===== src/verilog/tcm_map.svh =====
// Offsets, field positions, reset values and timing values in nanoseconds of the main configuration registers
`ifndef TCM_MAP_SVH
`define TCM_MAP_SVH

// ==========================================================
// Register port
`define TCM_ADDR_W 5
`define TCM_DATA_W 8
`define TCM_ADDR_CHIP_CTRL 5'h00
`define TCM_ADDR_PROTO_SEL 5'h01
`define TCM_CHIP_CTRL_RST 8'h01
`define TCM_PROTO_SEL_RST 8'h02
`define TCM_UNMAPPED_RDATA 8'h00

// ==========================================================
// Chip power and carrier control fields
`define TCM_CC_STANDBY 7
`define TCM_CC_RAW 6
`define TCM_CC_CARRIER 5
`define TCM_CC_HALF_PWR 4
`define TCM_CC_AUX_IN 3
`define TCM_CC_AGC 2
`define TCM_CC_FORCE_RX 1
`define TCM_CC_SUPPLY 0

// ==========================================================
// Protocol select fields
`define TCM_PS_NO_CRC 7
`define TCM_PS_RAW_TYPE 6
`define TCM_PS_PEER 5
`define TCM_PS_BIT4 4
`define TCM_PS_BIT3 3
`define TCM_PS_BIT2 2
`define TCM_PS_BIT1 1
`define TCM_PS_BIT0 0

// ==========================================================
// Timing
`define TCM_WAKE_TIME_NS 100000
`define TCM_CLK_PERIOD_NS 100

`endif


===== src/verilog/tcm_pkg.sv =====
// Types shared by the main configuration register block
package tcm_pkg;

  // Power state, Gray along active -> standby -> waking
  typedef enum logic [1:0] {
    TCM_PWR_ACTIVE = 2'h0,
    TCM_PWR_STANDBY = 2'h1,
    TCM_PWR_WAKING = 2'h3
  } tcm_pwr_state_t;

  // Framing of host traffic
  typedef enum logic [1:0] {
    TCM_FRAME_AUTO = 2'h0,
    TCM_FRAME_RAW_AFE = 2'h1,
    TCM_FRAME_HOST = 2'h2
  } tcm_frame_mode_t;

  // Protocol family chosen by the protocol register
  typedef enum logic [2:0] {
    TCM_FAM_VICINITY = 3'h0,
    TCM_FAM_PROX_A = 3'h1,
    TCM_FAM_PROX_B = 3'h2,
    TCM_FAM_OTHER = 3'h3,
    TCM_FAM_PEER = 3'h4,
    TCM_FAM_CARD_EMU = 3'h5
  } tcm_family_t;

  // Analog front end steering
  typedef struct packed {
    logic tx_en;
    logic rx_en;
    logic tx_osc_en;
    logic half_power;
    logic aux_input;
    logic agc_en;
    logic supply_5v;
  } tcm_front_end_t;

  // Decoded protocol selection
  typedef struct packed {
    tcm_family_t family;
    logic crc_check;
    logic vic_one_of_256;
    logic vic_high_rate;
    logic vic_double_sub;
    logic [1:0] rate_code;
    logic peer_initiator;
    logic peer_active;
  } tcm_proto_t;

endpackage


===== src/verilog/tcm_pin_sync.sv =====
// Three-stage synchroniser for a pin level, output moves once stages two and three agree
`timescale 1ns/1ps
`include "tcm_map.svh"

module tcm_pin_sync #(
  parameter logic RESET_LEVEL = 1'b0
) (
  // Clock and reset
  input wire logic clk_i,
  input wire logic nrst_i,
  // Pin and clean level
  input wire logic pin_i,
  output logic level_o
);

  logic s1_r;
  logic s2_r;
  logic s3_r;

  // Stage one feeds stage two only
  always_ff @(posedge clk_i or negedge nrst_i) begin
    if (!nrst_i) begin
      s1_r <= 1'b0;
      s2_r <= 1'b0;
      s3_r <= 1'b0;
    end else begin
      s1_r <= pin_i;
      s2_r <= s1_r;
      s3_r <= s2_r;
    end
  end

  // Agreement of the later stages filters a metastable settle
  always_ff @(posedge clk_i or negedge nrst_i) begin
    if (!nrst_i) begin
      level_o <= RESET_LEVEL;
    end else if (s2_r == s3_r) begin
      level_o <= s3_r;
    end
  end

endmodule


===== src/verilog/tcm_proto_decode.sv =====
// Decoder from the protocol register byte to protocol family and options
`timescale 1ns/1ps
`include "tcm_map.svh"

module tcm_proto_decode
  import tcm_pkg::*;
(
  // Raw register byte
  input wire logic [`TCM_DATA_W-1:0] code_i,
  // Decoded selection
  output tcm_proto_t proto_o
);

  always_comb begin
    proto_o = '0;
    proto_o.rate_code = code_i[`TCM_PS_BIT1:`TCM_PS_BIT0];
    proto_o.vic_one_of_256 = code_i[`TCM_PS_BIT0];
    proto_o.vic_high_rate = code_i[`TCM_PS_BIT1];
    proto_o.vic_double_sub = code_i[`TCM_PS_BIT2];
    if (code_i[`TCM_PS_PEER]) begin
      // Peer roles and card emulation
      proto_o.family = code_i[`TCM_PS_BIT2] ? TCM_FAM_CARD_EMU : TCM_FAM_PEER;
      proto_o.peer_initiator = code_i[`TCM_PS_BIT4];
      proto_o.peer_active = code_i[`TCM_PS_BIT3];
    end else if (code_i[`TCM_PS_BIT4]) begin
      // Upper codes are beyond this block's decoding
      proto_o.family = TCM_FAM_OTHER;
    end else if (!code_i[`TCM_PS_BIT3]) begin
      proto_o.family = TCM_FAM_VICINITY;
    end else if (!code_i[`TCM_PS_BIT2]) begin
      proto_o.family = TCM_FAM_PROX_A;
    end else begin
      proto_o.family = TCM_FAM_PROX_B;
    end
    // Checksum option only has meaning for type A and vicinity readers
    proto_o.crc_check = !code_i[`TCM_PS_NO_CRC] &&
                        (proto_o.family == TCM_FAM_VICINITY ||
                         proto_o.family == TCM_FAM_PROX_A);
  end

endmodule


===== src/verilog/tcm_main_config_regs.sv =====
// Main configuration registers: power, carrier, front end and protocol selection
`timescale 1ns/1ps
`include "tcm_map.svh"

module tcm_main_config_regs
  import tcm_pkg::*;
#(
  parameter int WAKE_CYCLES =
    (`TCM_WAKE_TIME_NS + `TCM_CLK_PERIOD_NS - 1) / `TCM_CLK_PERIOD_NS
) (
  // Clock and power-on reset
  input wire logic clk_i,
  input wire logic nrst_i,
  // Enable pin, low presets the registers
  input wire logic en_i,
  // Host register port
  input wire logic reg_wr_i,
  input wire logic reg_rd_i,
  input wire logic [`TCM_ADDR_W-1:0] reg_addr_i,
  input wire logic [`TCM_DATA_W-1:0] reg_wdata_i,
  output logic [`TCM_DATA_W-1:0] reg_rdata_o,
  output logic reg_rvalid_o,
  // Front end steering
  output tcm_front_end_t front_end_o,
  output tcm_frame_mode_t frame_mode_o,
  // Protocol selection
  output tcm_proto_t proto_o,
  output logic option_reload_o,
  output logic [`TCM_DATA_W-1:0] option_proto_o,
  // Power state
  output logic standby_o,
  output logic full_operation_o
);

  localparam int CNT_W = $clog2(WAKE_CYCLES + 1);

  // ==========================================================
  // Elaboration checks
  generate
    if (WAKE_CYCLES < 1) begin : g_bad_wake
      $error("WAKE_CYCLES must be at least one");
    end
    // Both registers are single bytes on the host port
    if (`TCM_DATA_W != 8) begin : g_bad_data_w
      $error("register port must be eight bits wide");
    end
    // Each offset must be reachable on the address bus
    if (`TCM_ADDR_W < 1 || `TCM_ADDR_PROTO_SEL >= (1 << `TCM_ADDR_W)) begin : g_bad_addr_w
      $error("register offset outside the address range");
    end
    // Two registers on one offset would make the read mux ambiguous
    if (`TCM_ADDR_CHIP_CTRL == `TCM_ADDR_PROTO_SEL) begin : g_bad_map
      $error("register offsets overlap");
    end
    // Field positions must lie inside the byte
    if (`TCM_CC_STANDBY >= `TCM_DATA_W || `TCM_PS_NO_CRC >= `TCM_DATA_W) begin : g_bad_field
      $error("field position outside the register");
    end
  endgenerate

  // ==========================================================
  // Declarations
  logic en_level;
  logic preset;
  logic wr_chip;
  logic wr_proto;
  logic rd_hit_chip;
  logic rd_hit_proto;
  logic [`TCM_DATA_W-1:0] chip_ctrl_r;
  logic [`TCM_DATA_W-1:0] proto_sel_r;
  tcm_proto_t proto_dec;
  tcm_pwr_state_t pwr_state_r;
  tcm_pwr_state_t pwr_state_nxt;
  logic [CNT_W-1:0] wake_cnt_r;
  logic wake_done;
  logic active;
  logic carrier;
  logic force_rx;

  // ==========================================================
  // Enable pin
  // Pin is asynchronous to the device clock, so it is filtered first
  tcm_pin_sync #(
    .RESET_LEVEL(1'b0)
  ) u_en_sync (
    .clk_i(clk_i),
    .nrst_i(nrst_i),
    .pin_i(en_i),
    .level_o(en_level)
  );

  // Enable low holds both host registers and the option outputs at their presets
  assign preset = !en_level;

  // ==========================================================
  // Address decode
  // Only the two main registers live here; other offsets belong elsewhere
  assign wr_chip = reg_wr_i && (reg_addr_i == `TCM_ADDR_CHIP_CTRL);
  assign wr_proto = reg_wr_i && (reg_addr_i == `TCM_ADDR_PROTO_SEL);
  assign rd_hit_chip = reg_addr_i == `TCM_ADDR_CHIP_CTRL;
  assign rd_hit_proto = reg_addr_i == `TCM_ADDR_PROTO_SEL;

  // ==========================================================
  // Chip power and carrier control register
  // Writes during preset are dropped; the device is held off by enable
  always_ff @(posedge clk_i or negedge nrst_i) begin
    if (!nrst_i) begin
      chip_ctrl_r <= `TCM_CHIP_CTRL_RST;
    end else if (preset) begin
      chip_ctrl_r <= `TCM_CHIP_CTRL_RST;
    end else if (wr_chip) begin
      chip_ctrl_r <= reg_wdata_i;
    end
  end

  // ==========================================================
  // Protocol select register
  always_ff @(posedge clk_i or negedge nrst_i) begin
    if (!nrst_i) begin
      proto_sel_r <= `TCM_PROTO_SEL_RST;
    end else if (preset) begin
      proto_sel_r <= `TCM_PROTO_SEL_RST;
    end else if (wr_proto) begin
      proto_sel_r <= reg_wdata_i;
    end
  end

  // ==========================================================
  // Read path
  // Data answers one cycle after the strobe; unmapped offsets read zero
  always_ff @(posedge clk_i or negedge nrst_i) begin
    if (!nrst_i) begin
      reg_rvalid_o <= 1'b0;
    end else begin
      reg_rvalid_o <= reg_rd_i;
    end
  end

  // Data holds between reads, so a host that samples late still sees it
  always_ff @(posedge clk_i or negedge nrst_i) begin
    if (!nrst_i) begin
      reg_rdata_o <= `TCM_UNMAPPED_RDATA;
    end else if (reg_rd_i) begin
      if (rd_hit_chip) begin
        reg_rdata_o <= chip_ctrl_r;
      end else if (rd_hit_proto) begin
        reg_rdata_o <= proto_sel_r;
      end else begin
        reg_rdata_o <= `TCM_UNMAPPED_RDATA;
      end
    end
  end

  // ==========================================================
  // Power state machine
  // Standby keeps the clock running, so the wake wait is counted here
  always_comb begin
    pwr_state_nxt = pwr_state_r;
    unique case (pwr_state_r)
      TCM_PWR_ACTIVE: begin
        if (chip_ctrl_r[`TCM_CC_STANDBY]) begin
          pwr_state_nxt = TCM_PWR_STANDBY;
        end
      end
      TCM_PWR_STANDBY: begin
        if (!chip_ctrl_r[`TCM_CC_STANDBY]) begin
          pwr_state_nxt = TCM_PWR_WAKING;
        end
      end
      TCM_PWR_WAKING: begin
        if (chip_ctrl_r[`TCM_CC_STANDBY]) begin
          pwr_state_nxt = TCM_PWR_STANDBY;
        end else if (wake_done) begin
          pwr_state_nxt = TCM_PWR_ACTIVE;
        end
      end
      default: begin
        pwr_state_nxt = TCM_PWR_STANDBY;
      end
    endcase
  end

  // State register
  always_ff @(posedge clk_i or negedge nrst_i) begin
    if (!nrst_i) begin
      pwr_state_r <= TCM_PWR_ACTIVE;
    end else begin
      pwr_state_r <= pwr_state_nxt;
    end
  end

  // ==========================================================
  // Wake timer
  // Restarts on every entry to waking, so a short standby still waits in full
  always_ff @(posedge clk_i or negedge nrst_i) begin
    if (!nrst_i) begin
      wake_cnt_r <= '0;
    end else if (pwr_state_r != TCM_PWR_WAKING) begin
      wake_cnt_r <= '0;
    end else if (!wake_done) begin
      wake_cnt_r <= wake_cnt_r + CNT_W'(1);
    end
  end

  assign wake_done = wake_cnt_r >= CNT_W'(WAKE_CYCLES - 1);
  assign active = pwr_state_r == TCM_PWR_ACTIVE;

  // ==========================================================
  // Front end steering
  assign carrier = chip_ctrl_r[`TCM_CC_CARRIER];
  assign force_rx = chip_ctrl_r[`TCM_CC_FORCE_RX];

  // Registered so the analog controls never see decode glitches
  always_ff @(posedge clk_i or negedge nrst_i) begin
    if (!nrst_i) begin
      front_end_o <= '0;
    end else begin
      front_end_o.tx_en <= active && carrier;
      front_end_o.rx_en <= active && (carrier || force_rx);
      front_end_o.tx_osc_en <= active && (carrier || force_rx);
      front_end_o.half_power <= chip_ctrl_r[`TCM_CC_HALF_PWR];
      front_end_o.aux_input <= chip_ctrl_r[`TCM_CC_AUX_IN];
      front_end_o.agc_en <= active && chip_ctrl_r[`TCM_CC_AGC];
      front_end_o.supply_5v <= chip_ctrl_r[`TCM_CC_SUPPLY];
    end
  end

  // ==========================================================
  // Framing mode
  // The raw variant follows the protocol register every cycle while
  // raw access is on; a later protocol write switches it two cycles after its strobe
  always_ff @(posedge clk_i or negedge nrst_i) begin
    if (!nrst_i) begin
      frame_mode_o <= TCM_FRAME_AUTO;
    end else if (!chip_ctrl_r[`TCM_CC_RAW]) begin
      frame_mode_o <= TCM_FRAME_AUTO;
    end else if (proto_sel_r[`TCM_PS_RAW_TYPE]) begin
      frame_mode_o <= TCM_FRAME_HOST;
    end else begin
      frame_mode_o <= TCM_FRAME_RAW_AFE;
    end
  end

  // ==========================================================
  // Protocol decode
  tcm_proto_decode u_decode (
    .code_i(proto_sel_r),
    .proto_o(proto_dec)
  );

  // Decoded selection held in flops
  always_ff @(posedge clk_i or negedge nrst_i) begin
    if (!nrst_i) begin
      proto_o <= '0;
    end else begin
      proto_o <= proto_dec;
    end
  end

  // ==========================================================
  // Option register reload
  // Reload pulses one cycle after each protocol write and stays up during
  // preset; even rewriting the same code discards custom option settings
  always_ff @(posedge clk_i or negedge nrst_i) begin
    if (!nrst_i) begin
      option_reload_o <= 1'b1;
    end else if (preset) begin
      option_reload_o <= 1'b1;
    end else begin
      option_reload_o <= wr_proto;
    end
  end

  // Code the option defaults belong to; kept apart so it stands between reloads
  always_ff @(posedge clk_i or negedge nrst_i) begin
    if (!nrst_i) begin
      option_proto_o <= `TCM_PROTO_SEL_RST;
    end else if (preset) begin
      option_proto_o <= `TCM_PROTO_SEL_RST;
    end else if (wr_proto) begin
      option_proto_o <= reg_wdata_i;
    end
  end

  // ==========================================================
  // Power status
  // Taken from the next state so the flag lines up with the state register
  always_ff @(posedge clk_i or negedge nrst_i) begin
    if (!nrst_i) begin
      standby_o <= 1'b0;
    end else begin
      standby_o <= pwr_state_nxt == TCM_PWR_STANDBY;
    end
  end

  // Full operation also needs enable, since a preset holds the device off
  always_ff @(posedge clk_i or negedge nrst_i) begin
    if (!nrst_i) begin
      full_operation_o <= 1'b0;
    end else begin
      full_operation_o <= pwr_state_nxt == TCM_PWR_ACTIVE && en_level;
    end
  end

endmodule


===== config.mk =====
export PLATFORM = sky130hd
export DESIGN_NAME = tcm_main_config_regs
export DESIGN_NICKNAME = d
export VERILOG_FILES = /design/src/verilog/tcm_pkg.sv /design/src/verilog/tcm_pin_sync.sv /design/src/verilog/tcm_proto_decode.sv /design/src/verilog/tcm_main_config_regs.sv
export VERILOG_INCLUDE_DIRS = /design/src /design/src/verilog
export SDC_FILE = /design/constraint.sdc
export NUM_CORES = 1
export LEC_CHECK = 0
export ABC_AREA = 1
export BUFFER_PORTS_ARGS = -buffer_cell sky130_fd_sc_hd__buf_2
export CAP_MARGIN = 25
export CORE_MARGIN = 4
export CORE_UTILIZATION = 35
export CTS_BUF_LIST = sky130_fd_sc_hd__clkbuf_4 sky130_fd_sc_hd__clkbuf_8 sky130_fd_sc_hd__clkbuf_16
export CTS_CLUSTER_SIZE = 30
export DETAILED_ROUTE_END_ITERATION = 16
export HOLD_SLACK_MARGIN = 0.15
export SLEW_MARGIN = 20
export SYNTH_ARGS = -nofsm -noshare
export SYNTH_HDL_FRONTEND = slang
export SYNTH_SLANG_ARGS = --single-unit

===== constraint.sdc =====
create_clock -name clk_i -period 1.59 [get_ports clk_i]
set_clock_uncertainty 0.15 [all_clocks]
set_input_delay 0.159 -clock clk_i [delete_from_list [all_inputs] [get_ports clk_i]]
set_output_delay 0.159 -clock clk_i [all_outputs]
set_load 0.01 [all_outputs]

==> reports/results.env <==
SYNTH_CELL_TYPE_COUNT=27
NUM_IO_PINS=58
ROUTED-VIA-COUNT=2100
INITIAL_CELL_DENSITY_OF_THE_CORE_PCT=36.2
SYNTH.YOSYS.WARNINGS=0
NUM_ROWS=31
PLACE_AREA_UM2=3010
CTS_TREE='yes'
NETSWITCHINGFRACTION_PCT=30.3
FINALNETCOUNT=381
CAP_VIOL_MAX_COUNT=0
DRT-INITIAL-DRC-COUNT=72
NETLIST.AREA_LEADER.SHARE_PCT=54.6
FINISH.INSTANCE_AREA_UM2=3400
HTREE_NUM_LEVELS=3
SYN-MEAN-INSTANCE-AREA_UM2=9.29
POSTLAYOUTCOREUTIL_PCT=46.4
DIE_Y_UM=95.1
POSTSYNTHREGISTERBITS=61
CLOCK_TREE.ROOT_CELL='clkbuf_8'
WL_PER_CELL_UM=12.2
FIRST_GLOBAL_VIAS=1995
CP_SLOWEST_CELL='dlygate4sd3_1'
GRT_PASS1_WL_MM=9.51
SYNTH_EDF_COUNT=0
SYNTH-SEQ-AREA-SHARE_PCT=57.6
POSTLAYOUTSETUPSLACKWORST_NS=0.110
SYNTH_AREA_LEADERS='dfrtp_1, nand2_1, inv_1, o21ai_0, nand4_1'
SLEW-LIMIT-HEADROOM_PCT=69.2
CRITICAL_PATH_ENDPOINT_CATEGORY='register'
MAX_STAGE_DELAY_NS=0.53
INTERNAL_POWER_mW=2.94
YS.FLOP_TYPE='dfrtp_1'
CLOCK_EDGE_TRANSITION_AT_THE_REGISTERS_ON_THE_REPORTED_SETUP_AND_HOLD_PATHS_NS=0.08
DRT_FIRST_PASS_ITERS=5
DIE_W_UM=95.1
SHARE_COMB_OF_TOTAL_POWER_PCT=18.0
SYNTHMOSTINSTANTIATEDCELL='nand2_1'
IO_BUFFERS=57
RESULT_OF_THE_RUN='complete, no violations'
FINALSETUPVIOLCOUNT=0
SLEW_VIOL_FINAL=0
TOTALWIRELENGTH_MM=5.69
PEAKVDDDROP_uV=490
TIMING.FMAX_GHz=0.676
FINAL_ANTENNA_NET_COUNT=0
GRT-OVFL-TOTAL=0
TOTALPOWERFINAL_mW=4.22
TIGHTESTPINTRANSITION_NS=0.462
WORST_EP_REQUIRED_TIME_NS=1.68
DRIVE_GT1_SHARE_PCT=28.3
CELL_TYPE_WITH_THE_LARGEST_TOTAL_AREA_AFTER_SYNTHESIS='dfrtp_1'
MAPPEDNETLISTAREA_UM2=2660
FINAL.SETUP.TNS_NS=0
WORSTPATHCELLLIST='dlygate4sd3_1, buf_2, inv_1, nor2_8, nand4_4, nand2_8, inv_1, nand2_1, nand2_1'
CTS_HOLD_BUFFERS=14
CP-START-KIND='input port'
REMAINING_DRC_ERRORS=0
POST-DP-HPWL_MM=4.19
GRT.TOTAL_USAGE_PCT=13.6
POWER_FRAC_SEQ_PCT=45.7
DIE_AREA_UM2=9050
SYNTH.NET_COUNT=305
GRT_START_MAX_NET_PINS=30
TIMING.SETUP.CRITICAL_PATH_CLASS='input port to register'
PRE_CTS_SLACK_NS=0.130
FINAL_WEIGHTED_CONGESTION_IN_ROUTABILITY_DRIVEN_PLACEMENT=0.868
MIN_PERIOD_OVER_PERIOD_PCT=93.1
STATIC-LEAKAGE-POWER_nW=1.84
ANTENNADIODECOUNT=0
GRT_SETUP_UNREPAIRED='false'
ROUTE.DETAILED.VIAS_PER_INST=4.51
NET-SWITCHING-POWER_mW=1.28
SYNTH_ASYNC_SR_FLOP_SHARE_PCT=100
WORST_PATH_ARRIVAL_NS=1.57
NUMCTSBUFFERS=9
AREA_GROWTH_PCT=28.0
CLKLATENCYLATEPIN_NS=0.34
PERIOD_MINUS_SLACK_NS=1.48
COMMONEST_CELLS_IN_THE_NETLIST='nand2_1, dfrtp_1, inv_1, o21ai_0, nor2_1'
CRITICAL_PATH_PEAK_FANOUT=13
FLOORPLAN.CORE_AREA_UM2=7330
CLOCK_POWER_SHARE_PCT=36.3
POST_SYNTH_INST_COUNT=286
HOLD_VIOLATIONS=0
POWER_DENSITY_nW_PER_UM2=1240
CTS_SINKS=61
HP-CLASS='input port to register'
CLK_PATH_BUF_DEPTH=2
ANTENNA_FOUND_INITIAL=0
cells in the final DEF, fill, tap and decap left out, drive strengths merged, types with 2 or more instances in the layout:
cell         Yosys  final
nand2           82     82
buf             12     63
dfrtp           58     58
inv             41     42
o21ai           26     26
nor2            23     23
nand4           15     15
nand3           15     15
dlygate4sd3      0     14
clkbuf           1     10
a21oi            6      6
dfstp            3      3
clkinv           0      3
bufinv           0      2
metrics by stage:
stage               instances  hold slack, ns
CTS                       464          0.0497
finish                    466          0.0527
detailed placement        434         -0.0172
global route              466          0.0490
global placement          434         -0.0171
floorplan                 286          -0.287
power by group through the flow:
stage,Sequential (mW),Combinational (mW),Clock (mW)
6_report,1.93,0.759,1.53
4_1_cts,1.93,0.727,1.56
5_1_grt,1.96,0.874,1.63
2_1_floorplan,1.93,0.480,0
3_3_place_gp,1.95,0.687,0
3_5_place_dp,1.95,0.700,0
cell type report:
cell class                      count  area [um^2]
Clock buffer                        9          124
Clock inverter                      7         98.8
Fill cell                         716         3930
Inverter                           41          154
Multi-Input combinational cell    171          876
Sequential cell                    61         1530
Tap cell                           99          124
Timing Repair Buffer               78          493
repair_timing:
item	CTS	global route
setup endpoints to repair	0	36
gates resized for setup	0	4
hold endpoints to repair	87	2
setup buffers	0	2
kinds of logic (layout without fill, tap and decap cells):
| group | Yosys count | in the layout | share of synthesized area (%) |
|---|---|---|---|
| AND/OR/NAND/NOR | 136 | 136 | 25.0 |
| buffers and inverters | 54 | 135 | 9.75 |
| flip-flops | 61 | 61 | 57.6 |
| adder cells (fa/ha/maj) | 2 | 2 | 0.848 |
| AO/OA/AOI/OAI | 33 | 33 | 6.78 |
worst max-delay path, delay by kind of cell:
family / cells / cell delay (ns)
AND/OR/NAND/NOR: 5 / 0.56
buffers and inverters: 4 / 0.84
routing by layer:
metal / part of all wire, % / track usage, %
met1: 50 / 19.6
met2: 42 / 18.5
met3: 7.4 / 4.42
met4: 1.3 / 5.65
met5: 0 / 0
worst paths after layout:
path	slack [ns]	endpoint	cells past startpoint	startpoint
worst max-delay path	0.11	option_proto_o[0]$_DFFE_PN0P_	9	reg_addr_i[0]
worst min-delay path	0.05	option_reload_o$_DFF_PN1_	4	reg_addr_i[2]
worst max register to register	0.13	wake_cnt_r[5]$_DFFE_PN0P_	7	wake_cnt_r[1]$_DFFE_PN0P_
worst min register to register	0.21	u_en_sync.s2_r$_DFF_PN0_	0	u_en_sync.s1_r$_DFF_PN0_
max in group asynchronous	0.15	option_reload_o$_DFF_PN1_	4	nrst_i
min in group asynchronous	0.65	proto_o[7]$_DFF_PN0_	3	nrst_i
sequential cells by signal, indices dropped and copies added, names as in the netlist:
name	cells
u_en_sync.s3_r	1
reg_rdata_o	8
front_end_o	6
frame_mode_o	2
wake_cnt_r	10
option_reload_o	1
u_en_sync.level_o	1
proto_o	9
standby_o	1
chip_ctrl_r	8
option_proto_o	8
u_en_sync.s1_r	1
u_en_sync.s2_r	1
reg_rvalid_o	1
pwr_state_r	2
full_operation_o	1
No activity file was read; power rests on OpenSTA's default activity.
